==> config.mk <==
export PLATFORM = sky130hd
export DESIGN_NAME = sbp_predictor
export DESIGN_NICKNAME = d
export VERILOG_FILES = /design/src/common/sbp_pkg.sv /design/src/rtl/sbp_predictor.sv
export SDC_FILE = /design/constraint.sdc
export NUM_CORES = 2
export LEC_CHECK = 0
export BUFFER_PORTS_ARGS = -buffer_cell sky130_fd_sc_hd__clkbuf_2
export CORE_MARGIN = 1.5
export CORE_UTILIZATION = 55
export CTS_BUF_LIST = sky130_fd_sc_hd__clkbuf_8
export CTS_CLUSTER_DIAMETER = 150
export DETAILED_ROUTE_END_ITERATION = 12
export GPL_ROUTABILITY_DRIVEN = 0
export PLACE_DENSITY = 0.75
export SLEW_MARGIN = 0
export SYNTH_ARGS = -nofsm -noshare
export SYNTH_HDL_FRONTEND = slang
export SYNTH_SLANG_ARGS = --single-unit
==> constraint.sdc <==
create_clock -name mclk -period 101.8 [get_ports mclk]
set_input_delay 10.18 -clock mclk [delete_from_list [all_inputs] [get_ports mclk]]
set_output_delay 10.18 -clock mclk [all_outputs]
set_load 0.05 [all_outputs]
==> src/common/sbp_pkg.sv <==
// Package for the static branch predictor: types, modes and sizes
package sbp_pkg;
   localparam int ADDR_W = 32;
   localparam int THT_ENTRIES = 16;
   localparam int THT_IDX_W = 4;
   localparam int THT_TAG_W = ADDR_W - THT_IDX_W - 2;
   localparam int RAS_DEPTH = 16;
   localparam int RAS_PTR_W = 4;
   localparam logic [ADDR_W-1:0] PC_RESET = 32'h0000_0000;
   localparam logic [ADDR_W-1:0] INSN_BYTES = 32'h0000_0004;

   typedef enum logic [2:0] {
      SBP_CFG_FULL = 3'b001,
      SBP_CFG_REDUCED = 3'b010,
      SBP_CFG_NONE = 3'b100
   } sbp_cfg_e;

   typedef enum logic [3:0] {
      SBP_BR_COND = 4'b0001,
      SBP_BR_UNCOND = 4'b0010,
      SBP_BR_INDIRECT = 4'b0100,
      SBP_BR_RETURN = 4'b1000
   } sbp_kind_e;

   typedef struct packed {
      logic valid;
      sbp_kind_e kind;
      logic is_call;
      logic [ADDR_W-1:0] pc;
      logic [ADDR_W-1:0] target;
   } sbp_req_s;

   typedef struct packed {
      logic valid;
      sbp_kind_e kind;
      logic is_call;
      logic taken;
      logic [ADDR_W-1:0] pc;
      logic [ADDR_W-1:0] target;
   } sbp_upd_s;

   typedef struct packed {
      logic valid;
      logic taken;
      logic from_history;
      logic from_static;
      logic [ADDR_W-1:0] target;
   } sbp_pred_s;
endpackage

==> src/rtl/sbp_predictor.sv <==
// Static and dynamic branch direction predictor with return stack
//
// Operation
// - History miss uses fixed static algorithm
// - Full and reduced modes: unconditional on miss predicted taken
// - Indirect branches on miss predicted not taken
// - Full mode: backward conditional predicted taken
// - Full mode: forward conditional predicted not taken
// - Reduced mode: conditional on miss predicted not taken
// - Never-taken conditional gets no table entry
// - Table miss clears tht_hit and reports a static prediction
// - Mode with no static heuristic
// - Indirect hit predicts last executed target
// - One taken target per indirect entry
// - Sixteen-entry return stack for calls, returns
`timescale 1ns/1ps
`default_nettype none
module sbp_predictor (
   input wire logic mclk,
   input wire logic sys_rst,
   input wire sbp_pkg::sbp_cfg_e cfg,
   input wire sbp_pkg::sbp_req_s req,
   input wire sbp_pkg::sbp_upd_s upd,
   output var sbp_pkg::sbp_pred_s pred,
   output logic tht_hit
);
   localparam int AW = sbp_pkg::ADDR_W;
   localparam int IW = sbp_pkg::THT_IDX_W;
   localparam int TW = sbp_pkg::THT_TAG_W;

   ////////////////////////////////////////////////////////////////
   // Target history table storage
   logic [sbp_pkg::THT_ENTRIES-1:0] tht_valid_reg;
   logic [TW-1:0] tht_tag_reg [sbp_pkg::THT_ENTRIES];
   logic [AW-1:0] tht_target_reg [sbp_pkg::THT_ENTRIES];
   logic [1:0] tht_ctr_reg [sbp_pkg::THT_ENTRIES];

   // Return stack
   localparam int RAS_PTR_W_L = sbp_pkg::RAS_PTR_W;
   logic [AW-1:0] ras_reg [sbp_pkg::RAS_DEPTH];
   logic [RAS_PTR_W_L-1:0] ras_ptr_reg;
   logic [RAS_PTR_W_L:0] ras_cnt_reg;

   ////////////////////////////////////////////////////////////////
   // Lookup
   wire [IW-1:0] rd_idx = req.pc[IW+1:2];
   wire [TW-1:0] rd_tag = req.pc[AW-1:IW+2];
   wire lookup_hit = req.valid && tht_valid_reg[rd_idx] && (tht_tag_reg[rd_idx] == rd_tag);
   wire [AW-1:0] fall_through = req.pc + sbp_pkg::INSN_BYTES;
   wire is_backward = req.target < req.pc;
   wire dyn_taken = tht_ctr_reg[rd_idx][1];
   wire ras_empty = (ras_cnt_reg == '0);
   wire [RAS_PTR_W_L-1:0] ras_top = ras_ptr_reg - 4'h1;

   // Static direction on a miss
   logic stat_taken;
   always_comb begin
      stat_taken = 1'b0;
      unique case (req.kind)
         sbp_pkg::SBP_BR_UNCOND: stat_taken = (cfg != sbp_pkg::SBP_CFG_NONE);
         sbp_pkg::SBP_BR_INDIRECT: stat_taken = 1'b0;
         sbp_pkg::SBP_BR_RETURN: stat_taken = !ras_empty;
         sbp_pkg::SBP_BR_COND: stat_taken = (cfg == sbp_pkg::SBP_CFG_FULL) && is_backward;
         default: stat_taken = 1'b0;
      endcase
   end

   // Prediction selection
   logic p_taken;
   logic [AW-1:0] p_target;
   always_comb begin
      if (lookup_hit) begin
         p_taken = (req.kind == sbp_pkg::SBP_BR_COND) ? dyn_taken : 1'b1;
         p_target = tht_target_reg[rd_idx];
      end else begin
         p_taken = stat_taken;
         p_target = req.target;
      end
      if (req.kind == sbp_pkg::SBP_BR_RETURN && !ras_empty) begin
         p_taken = 1'b1;
         p_target = ras_reg[ras_top];
      end
      if (!p_taken) begin
         p_target = fall_through;
      end
   end

   always_ff @(posedge mclk or posedge sys_rst) begin
      if (sys_rst) begin
         pred <= '0;
         tht_hit <= 1'b0;
      end else begin
         pred.valid <= req.valid;
         pred.taken <= req.valid && p_taken;
         pred.from_history <= lookup_hit;
         pred.from_static <= req.valid && !lookup_hit;
         pred.target <= p_target;
         tht_hit <= lookup_hit;
      end
   end

   ////////////////////////////////////////////////////////////////
   // Table update
   wire [IW-1:0] wr_idx = upd.pc[IW+1:2];
   wire [TW-1:0] wr_tag = upd.pc[AW-1:IW+2];
   wire wr_match = tht_valid_reg[wr_idx] && (tht_tag_reg[wr_idx] == wr_tag);
   wire alloc = upd.valid && upd.taken && !wr_match;
   wire ctr_upd = upd.valid && wr_match;

   genvar gi;
   generate
      for (gi = 0; gi < sbp_pkg::THT_ENTRIES; gi++) begin : g_tht
         wire sel = (wr_idx == IW'(gi));
         always_ff @(posedge mclk or posedge sys_rst) begin
            if (sys_rst) begin
               tht_valid_reg[gi] <= 1'b0;
               tht_tag_reg[gi] <= '0;
               tht_target_reg[gi] <= sbp_pkg::PC_RESET;
               tht_ctr_reg[gi] <= 2'h0;
            end else if (sel && alloc) begin
               tht_valid_reg[gi] <= 1'b1;
               tht_tag_reg[gi] <= wr_tag;
               tht_target_reg[gi] <= upd.target;
               tht_ctr_reg[gi] <= 2'h2;
            end else if (sel && ctr_upd) begin
               if (upd.taken) begin
                  tht_target_reg[gi] <= upd.target;
                  tht_ctr_reg[gi] <= (tht_ctr_reg[gi] == 2'h3) ? 2'h3 : tht_ctr_reg[gi] + 2'h1;
               end else begin
                  tht_ctr_reg[gi] <= (tht_ctr_reg[gi] == 2'h0) ? 2'h0 : tht_ctr_reg[gi] - 2'h1;
               end
            end
         end
      end
   endgenerate

   ////////////////////////////////////////////////////////////////
   // Return stack: calls push, returns pop, overflow wraps
   wire do_push = upd.valid && upd.is_call;
   wire do_pop = upd.valid && (upd.kind == sbp_pkg::SBP_BR_RETURN) && !ras_empty;
   wire [AW-1:0] ret_addr = upd.pc + sbp_pkg::INSN_BYTES;

   always_ff @(posedge mclk or posedge sys_rst) begin
      if (sys_rst) begin
         ras_ptr_reg <= '0;
         ras_cnt_reg <= '0;
      end else if (do_push && !do_pop) begin
         ras_ptr_reg <= ras_ptr_reg + 4'h1;
         ras_cnt_reg <= (ras_cnt_reg == 5'(sbp_pkg::RAS_DEPTH)) ? ras_cnt_reg : ras_cnt_reg + 5'h1;
      end else if (do_pop && !do_push) begin
         ras_ptr_reg <= ras_top;
         ras_cnt_reg <= ras_cnt_reg - 5'h1;
      end
   end

   always_ff @(posedge mclk) begin
      if (do_push) begin
         ras_reg[do_pop ? ras_top : ras_ptr_reg] <= ret_addr;
      end
   end

   ////////////////////////////////////////////////////////////////
   // Checks
   a_hit_overrides: assert property (@(posedge mclk) disable iff (sys_rst)
      req.valid |=> (pred.from_history == tht_hit) && (pred.from_static != tht_hit))
      else $error("hit and static source disagree");
   a_miss_uncond: assert property (@(posedge mclk) disable iff (sys_rst)
      (req.valid && !lookup_hit && req.kind == sbp_pkg::SBP_BR_UNCOND && cfg != sbp_pkg::SBP_CFG_NONE)
      |=> pred.taken)
      else $error("unconditional miss not taken");
   a_uncond_target: assert property (@(posedge mclk) disable iff (sys_rst)
      (req.valid && !lookup_hit && req.kind == sbp_pkg::SBP_BR_UNCOND && cfg != sbp_pkg::SBP_CFG_NONE)
      |=> pred.target == $past(req.target))
      else $error("unconditional miss not to its target");
   a_miss_indirect: assert property (@(posedge mclk) disable iff (sys_rst)
      (req.valid && !lookup_hit && req.kind == sbp_pkg::SBP_BR_INDIRECT)
      |=> !pred.taken && pred.target == $past(fall_through))
      else $error("indirect miss not fall-through");
   a_full_backward: assert property (@(posedge mclk) disable iff (sys_rst)
      (req.valid && !lookup_hit && req.kind == sbp_pkg::SBP_BR_COND && cfg == sbp_pkg::SBP_CFG_FULL
      && req.target < req.pc) |=> pred.taken)
      else $error("backward conditional not taken");
   a_full_forward: assert property (@(posedge mclk) disable iff (sys_rst)
      (req.valid && !lookup_hit && req.kind == sbp_pkg::SBP_BR_COND && req.target >= req.pc)
      |=> !pred.taken)
      else $error("forward conditional taken");
   a_reduced_cond: assert property (@(posedge mclk) disable iff (sys_rst)
      (req.valid && !lookup_hit && req.kind == sbp_pkg::SBP_BR_COND && cfg != sbp_pkg::SBP_CFG_FULL)
      |=> !pred.taken)
      else $error("conditional statically taken outside full mode");
   a_none_uncond: assert property (@(posedge mclk) disable iff (sys_rst)
      (req.valid && !lookup_hit && req.kind == sbp_pkg::SBP_BR_UNCOND && cfg == sbp_pkg::SBP_CFG_NONE)
      |=> !pred.taken)
      else $error("heuristic applied in mode none");
   a_no_alloc_nt: assert property (@(posedge mclk) disable iff (sys_rst)
      (upd.valid && !upd.taken && !tht_valid_reg[wr_idx]) |=> !tht_valid_reg[$past(wr_idx)])
      else $error("entry allocated for not-taken branch");
   a_miss_report: assert property (@(posedge mclk) disable iff (sys_rst)
      (req.valid && !lookup_hit) |=> !tht_hit && pred.from_static)
      else $error("miss not reported");
   a_idle_quiet: assert property (@(posedge mclk) disable iff (sys_rst)
      !req.valid |=> !pred.valid && !pred.taken && !tht_hit)
      else $error("prediction without request");
   a_indirect_hit: assert property (@(posedge mclk) disable iff (sys_rst)
      (req.valid && lookup_hit && req.kind == sbp_pkg::SBP_BR_INDIRECT)
      |=> pred.taken && pred.target == $past(tht_target_reg[rd_idx]))
      else $error("indirect hit not to last target");
   a_one_target: assert property (@(posedge mclk) disable iff (sys_rst)
      (upd.valid && upd.taken)
      |=> tht_valid_reg[$past(wr_idx)] && tht_target_reg[$past(wr_idx)] == $past(upd.target))
      else $error("entry not holding latest taken target");
   a_ras_return: assert property (@(posedge mclk) disable iff (sys_rst)
      (req.valid && req.kind == sbp_pkg::SBP_BR_RETURN && !ras_empty)
      |=> pred.taken && pred.target == $past(ras_reg[ras_top]))
      else $error("return not predicted from stack");
   a_ras_push: assert property (@(posedge mclk) disable iff (sys_rst)
      (upd.valid && upd.is_call && upd.kind != sbp_pkg::SBP_BR_RETURN)
      |=> ras_reg[$past(ras_ptr_reg)] == $past(ret_addr))
      else $error("call did not push return address");
   a_ras_bound: assert property (@(posedge mclk) disable iff (sys_rst)
      ras_cnt_reg <= 5'(sbp_pkg::RAS_DEPTH))
      else $error("return stack count above depth");
endmodule // sbp_predictor
`default_nettype wire

======== Yosys cells after proc, flatten, opt, wreduce, memory -nomap -nowiden ========
Memories as Yosys holds them, arrays and structs flattened.
Index checks and enable logic that the tools add are counted.
cells by class
  bitwise logic cells ..................... 2
  mux-type cells .......................... 144
  $lt $le $gt $ge ......................... 5
  eq/ne operators ......................... 41
  $add $sub $neg .......................... 38
  reduce and logical (&&, ||, !) cells .... 120
operators with widths
  kind                   number
  $mux 32                38
  $bmux 26 s4            2
  $mux 2                 82
  $bmux 32 s4            1
  $mux 26                4
  $reduce_bool 2->1      33
  $add 32x3->32 const B  2
  $eq 26x26->1           2
  $logic_and 1x1->1      47
  $eq 4x4->1 const B     10
  $reduce_and 2->1       17
  $add 2x1->2 const B    16
  $eq 2x2->1 const B     16
  $logic_not 2->1        16
  $lt 32x32->1           1
  $sub 2x1->2 const B    16
  $eq 4x3->1 const B     4
  $mux 5                 3
  $eq 4x2->1 const B     3
  $mux 4                 3
  $ge 5x5->1 const B     2
  $lt 4x5->1 const B     2
  $not 4->5              2
  $bmux 1 s4             2
  15 further kinds       26
storage, ports and cells
  logic and storage cells ................. 422
  bits in writable memories ............... 512
  register bits after elaboration ......... 1021
  input port bits ......................... 146
  memories ................................ 1
memories
  memory   depth  width  read ports  clocked after memory_dff  wr ports  line                 source
  ras_reg  16     32     1           0                         1         sbp_predictor.sv:40  logic [AW-1:0] ras_reg [sbp_pkg::RAS_DEPTH];

======== Longest topological paths before layout ========
  depth after elaboration ................. 11
  depth in mapped cells ................... 17
  depth with buffers taken out ............ 11

======== Worst setup path after synthesis ========
Ideal clock, no wire load.
  path kind ............................... input-to-reg
  start ................................... input req[37] (netlist name)
  end ..................................... register pred[13] (netlist name)
  library setup time ...................... 0.135 ns
  required time ........................... 101.665 ns
  path buffers ............................ 6
  arrival ................................. 14.368 ns
  cell stages on the path ................. 17
  path slack .............................. 87.297 ns
  path through ............................ inv_1 clkbuf_1 buf_2 clkbuf_1 buf_1 clkbuf_1 ha_1 a21o_1 a21o_1 a21oi_1 o211ai_1 a221o_1 a31oi_1 a22oi_1 a211oi_4 buf_6 a221oi_2
on the way
  word-level cells in the longest chain between the ends .. 9
  elaborated cells between the ends (all ways) .. 25
RTL lines
  what                                                  line                 source
  start, declared                                       sbp_predictor.sv:22  input wire sbp_pkg::sbp_req_s req,
  branches (longest 8 deep; another with $lt 32x32->1)  --
  $mux 32 (*)                                           sbp_predictor.sv:83  if (!p_taken) begin
  net p_target[13]                                      sbp_predictor.sv:70  logic [AW-1:0] p_target;
  end, declared                                         sbp_predictor.sv:24  output var sbp_pkg::sbp_pred_s pred,
Mark *: on every way through the listed nets, which the timed path passes. The select of a mux whose other input is x is not followed.
A chain may end at the register's enable or synchronous reset.

======== Final worst setup path ========
  start ................................... input req[35] (netlist name)
  end ..................................... register pred[4] (netlist name)
The elaborated chain is that of the path after synthesis.

==> results <==
- The maximum achievable frequency is 60.49 MHz.
- The worst stage delay on the critical path is ~0.86 ns.
- The family of cells with the greatest summed delay on the critical path is buffers and inverters.
- Entering global routing, the biggest net connects about 200 pins.
- Setup slack on the worst reg-to-reg path comes out at about 96 ns.
- The iteration-0 DRC count of the detailed router is approximately 4600.
- Clock-pin slew was measured on the worst setup and hold paths at around 0.060 ns.
- The average wire per standard cell is roughly 31 µm.
- The count of buffering cells on the critical path with inverters included is 4.
- TritonCTS built the clock tree.
- Along the worst hold path, the cell count comes to 1.
- The worst hold path endpoint is tht_valid_reg[6]$_DFFE_PP0P_.
- The mean post-synth cell area is between 15 and 20 µm².
- The number of remaining DRC errors is 0.
- The clock reaches the later pin of the worst-skew pair after ~0.98 ns.
- The nature of the critical path startpoint is an input port.
- The share of total power dissipated in combinational logic is 0.256.
- The first detailed-routing pass ran for 5 iterations.
- At the worst endpoint, the arrival time is between 15 and 20 ns.
- Yosys mapped the design onto 63 distinct sky130hd cell types.
- The area inside the core boundary is about 0.13 mm².
- Dividing the detail-routed via count by the number of cells gives between 6 and 7.
- The worst hold path class is register to register.
- The count of port buffers added during placement is approximately 180.
- The maximum net fanout on the critical path is 84.
- The final layout net count is around 4800.
- The internal portion of total power is approximately 1.2 mW.
- Hold is met by between 0.4 and 0.5 ns.
- The cell count after synthesis is 4418.
- Once layout is complete, the utilization of the core stands at 0.6145.
- The cell with the biggest individual delay on the critical path is sky130_fd_sc_hd__a221oi_1.
- The count of state elements after synthesis is ~1500.
- The hold-fix buffer count after cts is 0.
- In this run, post-CTS repair resized a total of 0 instances.
- The worst setup path is of the input port to register kind.
- The required time reported for the critical path endpoint is approximately 100 ns.
- The post-synth design cell area is a little over 0.07 mm².
- The flow ran to the end, and the final reports show no timing, DRC or antenna violations.
- Across the run, the number of max-cap violations was 0.
- During synthesis, Yosys emitted a total of 0 warnings.
- In the final timing run, aggregate negative setup slack is 0 ns.
- The CTS buffer count is around 240.
- The die covers 0.1338 mm².
- The die is around 370 µm wide.
- Counting every sink on the clock net gives around 1500.
- The overall track demand over capacity in global routing is 0.3003.
- Summed over all nets, the half-perimeter wirelength after detailed placement is 119.3 mm.
- Traced cell by cell, the critical path runs through buf_8, buf_4, buf_4, mux4_2, mux2i_1, o21ai_0, nand2_1, nor4b_1, or4b_1, or3_2, buf_4, a21o_2, a221oi_1.
- The initial core utilization is 0.5564.
- The number of inserted filler cells in the final layout is about 9600.
- Across the VDD grid, the largest voltage drop is around 19 µV.
- The number of slew-limit violations in the final report was 0.
- The number of setup buffers added after CTS is 0.
- Headroom to the max-slew limit came out at 0.04407.
- The portion of the post-synthesis area used by sequential elements is 0.5652.
- The flip-flop cell with the highest count after synthesis is sky130_fd_sc_hd__dfrtp_1.
- Setup repair after global routing left no endpoint under its margin.
- In this run the remaining antenna-violating nets after routing total 0.
- The minimum clock period is approximately 17 ns.
- The wire length of the first global-routing pass is slightly below 300 mm.
- In the final layout, the share of cells above drive strength 1 is 0.4573.
- In this run the critical register-to-register path is launched from tht_tag_reg[257]$_DFFE_PP0P_.
- Counting flops with an async set or reset pin after synthesis yields a share of 0.6660.
- The number of global-route vias before repair is 43780.
- The fraction of power consumed by sequential logic is 0.447.
- In this run the critical register-to-register path is captured at pred[4]$_DFF_PP0_.
- For the final database, setup skew stands at 0.05532 ns.
- The initialized floorplan defines 132 standard-cell rows.
- The total setup violations reported at the end of the flow is 0.
- The most numerous cell type found on the critical path is sky130_fd_sc_hd__buf_4.
- The final layout contains routed wiring with a total length of around 200 mm.
- The leakage power figure is between 30 and 40 nW.
- The switching component of the power is ~0.52 mW.
- When the netlist entered floorplanning its net count stood at 4608.
- Summing over every cut layer, the via total after detailed routing is between 40000 and 50000.
- The worst register-to-register path has a depth of 10.
- The hold path startpoint is tht_valid_reg[6]$_DFFE_PP0P_.
- The number of antenna violations at the first check in global routing is 24.
- The number of top-level pins is 183.
- The y dimension of the die is around 370 µm.
- The H-tree depth is 4.
- The power per unit of standard cell area is approximately 22 mW/mm².
- For the pin with the worst max-slew slack, the measured transition is 1.424 ns.
- Of the total power, the clock network draws 0.297.
- The aggregate global routing overflow is 0.
- The number of enable-type register cells in the synthesized netlist is 512.
- In the finished design, the share of the clock period the worst path needs comes to 0.1624.
- The worst setup path is captured at a register.
- The synthesis-to-layout area growth is 10.44%.
- The tree is rooted in a sky130_fd_sc_hd__clkbuf_8.
- The number of endpoints with negative hold slack in the final report was 0.
- Total power for the finished layout comes to ~1.8 mW.
- The maximum buffer depth of the clock tree is 3.
- The switching share of total power is 0.2958.
[per-stage QoR]
stage	cell area [µm²]	setup WS [ns]	instances
2_1_floorplan	72410	62.89	4418
3_3_place_gp	75080	84.56	6070
3_5_place_dp	75080	84.51	6070
4_1_cts	79950	85.50	6513
5_1_grt	79960	85.15	6516
6_report	79970	85.27	6523
[power by group through the flow]
stage | Clock (mW) | Combinational (mW) | Sequential (mW)
after detailed placement | 0 | 0.450 | 0.794
after floorplan | 0 | 0.331 | 0.778
after CTS | 0.528 | 0.450 | 0.782
after global placement | 0 | 0.440 | 0.788
after global routing | 0.555 | 0.473 | 0.794
final | 0.521 | 0.449 | 0.784
[cell families after synthesis]
| group | Yosys count | synth area share |
|---|---|---|
| adder cells (fa/ha/maj) | 44 | 0.007707 |
| buffers and inverters | 427 | 0.02447 |
| flip-flops | 1533 | 0.5652 |
| AND/OR/NAND/NOR | 463 | 0.03238 |
| multiplexers | 1595 | 0.3303 |
| AO/OA/AOI/OAI | 235 | 0.02533 |
| XOR/XNOR | 121 | 0.01464 |
[cell type report]
cell class | count | area (µm²) | share of cell area
Antenna cell | 10 | 25.02 | 0.0003129
Clock buffer | 300 | 4129 | 0.05163
Clock inverter | 143 | 734.5 | 0.009184
Inverter | 48 | 190.2 | 0.002378
Multi-Input combinational cell | 2458 | 30010 | 0.3753
Sequential cell | 1533 | 40930 | 0.5118
Tap cell | 1742 | 2180 | 0.02725
Timing Repair Buffer | 289 | 1775 | 0.02220
[how the worst max path moves through the flow]
stage | startpoint | endpoint | slack, ns | cells after the start
3_5_place_dp | req[35] | pred[4]$_DFF_PP0_ | 84.51 | 13
6_report | req[35] | pred[4]$_DFF_PP0_ | 85.27 | 13
4_1_cts | req[35] | pred[4]$_DFF_PP0_ | 85.50 | 13
3_3_place_gp | req[35] | pred[4]$_DFF_PP0_ | 84.56 | 13
5_1_grt | req[35] | pred[4]$_DFF_PP0_ | 85.15 | 13
2_1_floorplan | sys_rst | pred[0]$_DFF_PP0_ | 62.89 | 1
[synth_stat cells, types with 43 or more instances]
master | count | area (µm²)
sky130_fd_sc_hd__buf_1 | 61 | 229.0
sky130_fd_sc_hd__buf_2 | 62 | 310.3
sky130_fd_sc_hd__clkbuf_1 | 235 | 882.1
sky130_fd_sc_hd__dfrtp_1 | 1021 | 25550
sky130_fd_sc_hd__edfxtp_1 | 512 | 15370
sky130_fd_sc_hd__ha_1 | 43 | 538.0
sky130_fd_sc_hd__inv_1 | 44 | 165.2
sky130_fd_sc_hd__mux2_2 | 933 | 10510
sky130_fd_sc_hd__mux2i_1 | 120 | 1201
sky130_fd_sc_hd__mux4_2 | 541 | 12180
sky130_fd_sc_hd__nand2_1 | 81 | 304.0
sky130_fd_sc_hd__nand3_1 | 50 | 250.2
sky130_fd_sc_hd__nand4_1 | 48 | 300.3
sky130_fd_sc_hd__nor2_1 | 130 | 488.0
sky130_fd_sc_hd__xnor2_1 | 101 | 884.6
[placed cells by master (no fill, tap or decap), types with 22 or more instances in the layout]
master	netlist	final
sky130_fd_sc_hd__dfrtp_1	1021	1020
sky130_fd_sc_hd__a22oi_1	29	29
sky130_fd_sc_hd__clkbuf_8	0	300
sky130_fd_sc_hd__nand4_1	48	48
sky130_fd_sc_hd__nor3_1	31	31
sky130_fd_sc_hd__mux4_2	541	541
sky130_fd_sc_hd__a21o_1	23	22
sky130_fd_sc_hd__a21oi_1	29	29
sky130_fd_sc_hd__mux2_2	933	933
sky130_fd_sc_hd__nand2_1	81	81
sky130_fd_sc_hd__nand3_1	50	46
sky130_fd_sc_hd__buf_4	16	109
sky130_fd_sc_hd__clkbuf_2	1	175
sky130_fd_sc_hd__inv_1	44	131
sky130_fd_sc_hd__mux2i_1	120	120
sky130_fd_sc_hd__edfxtp_1	512	512
sky130_fd_sc_hd__o21ai_0	27	27
sky130_fd_sc_hd__ha_1	43	42
sky130_fd_sc_hd__clkinv_1	4	24
sky130_fd_sc_hd__xnor2_1	101	99
sky130_fd_sc_hd__nor2_1	130	114
[layer usage]
layer | share of wire | wire, µm | GRT usage
met1 | 0.40 | 80650 | 0.4242
met2 | 0.46 | 91000 | 0.4488
met3 | 0.11 | 21760 | 0.09273
met4 | 0.029 | 5811 | 0.09423
met5 | 0.0015 | 295 | 0
Power figures use the tool's default switching activity.
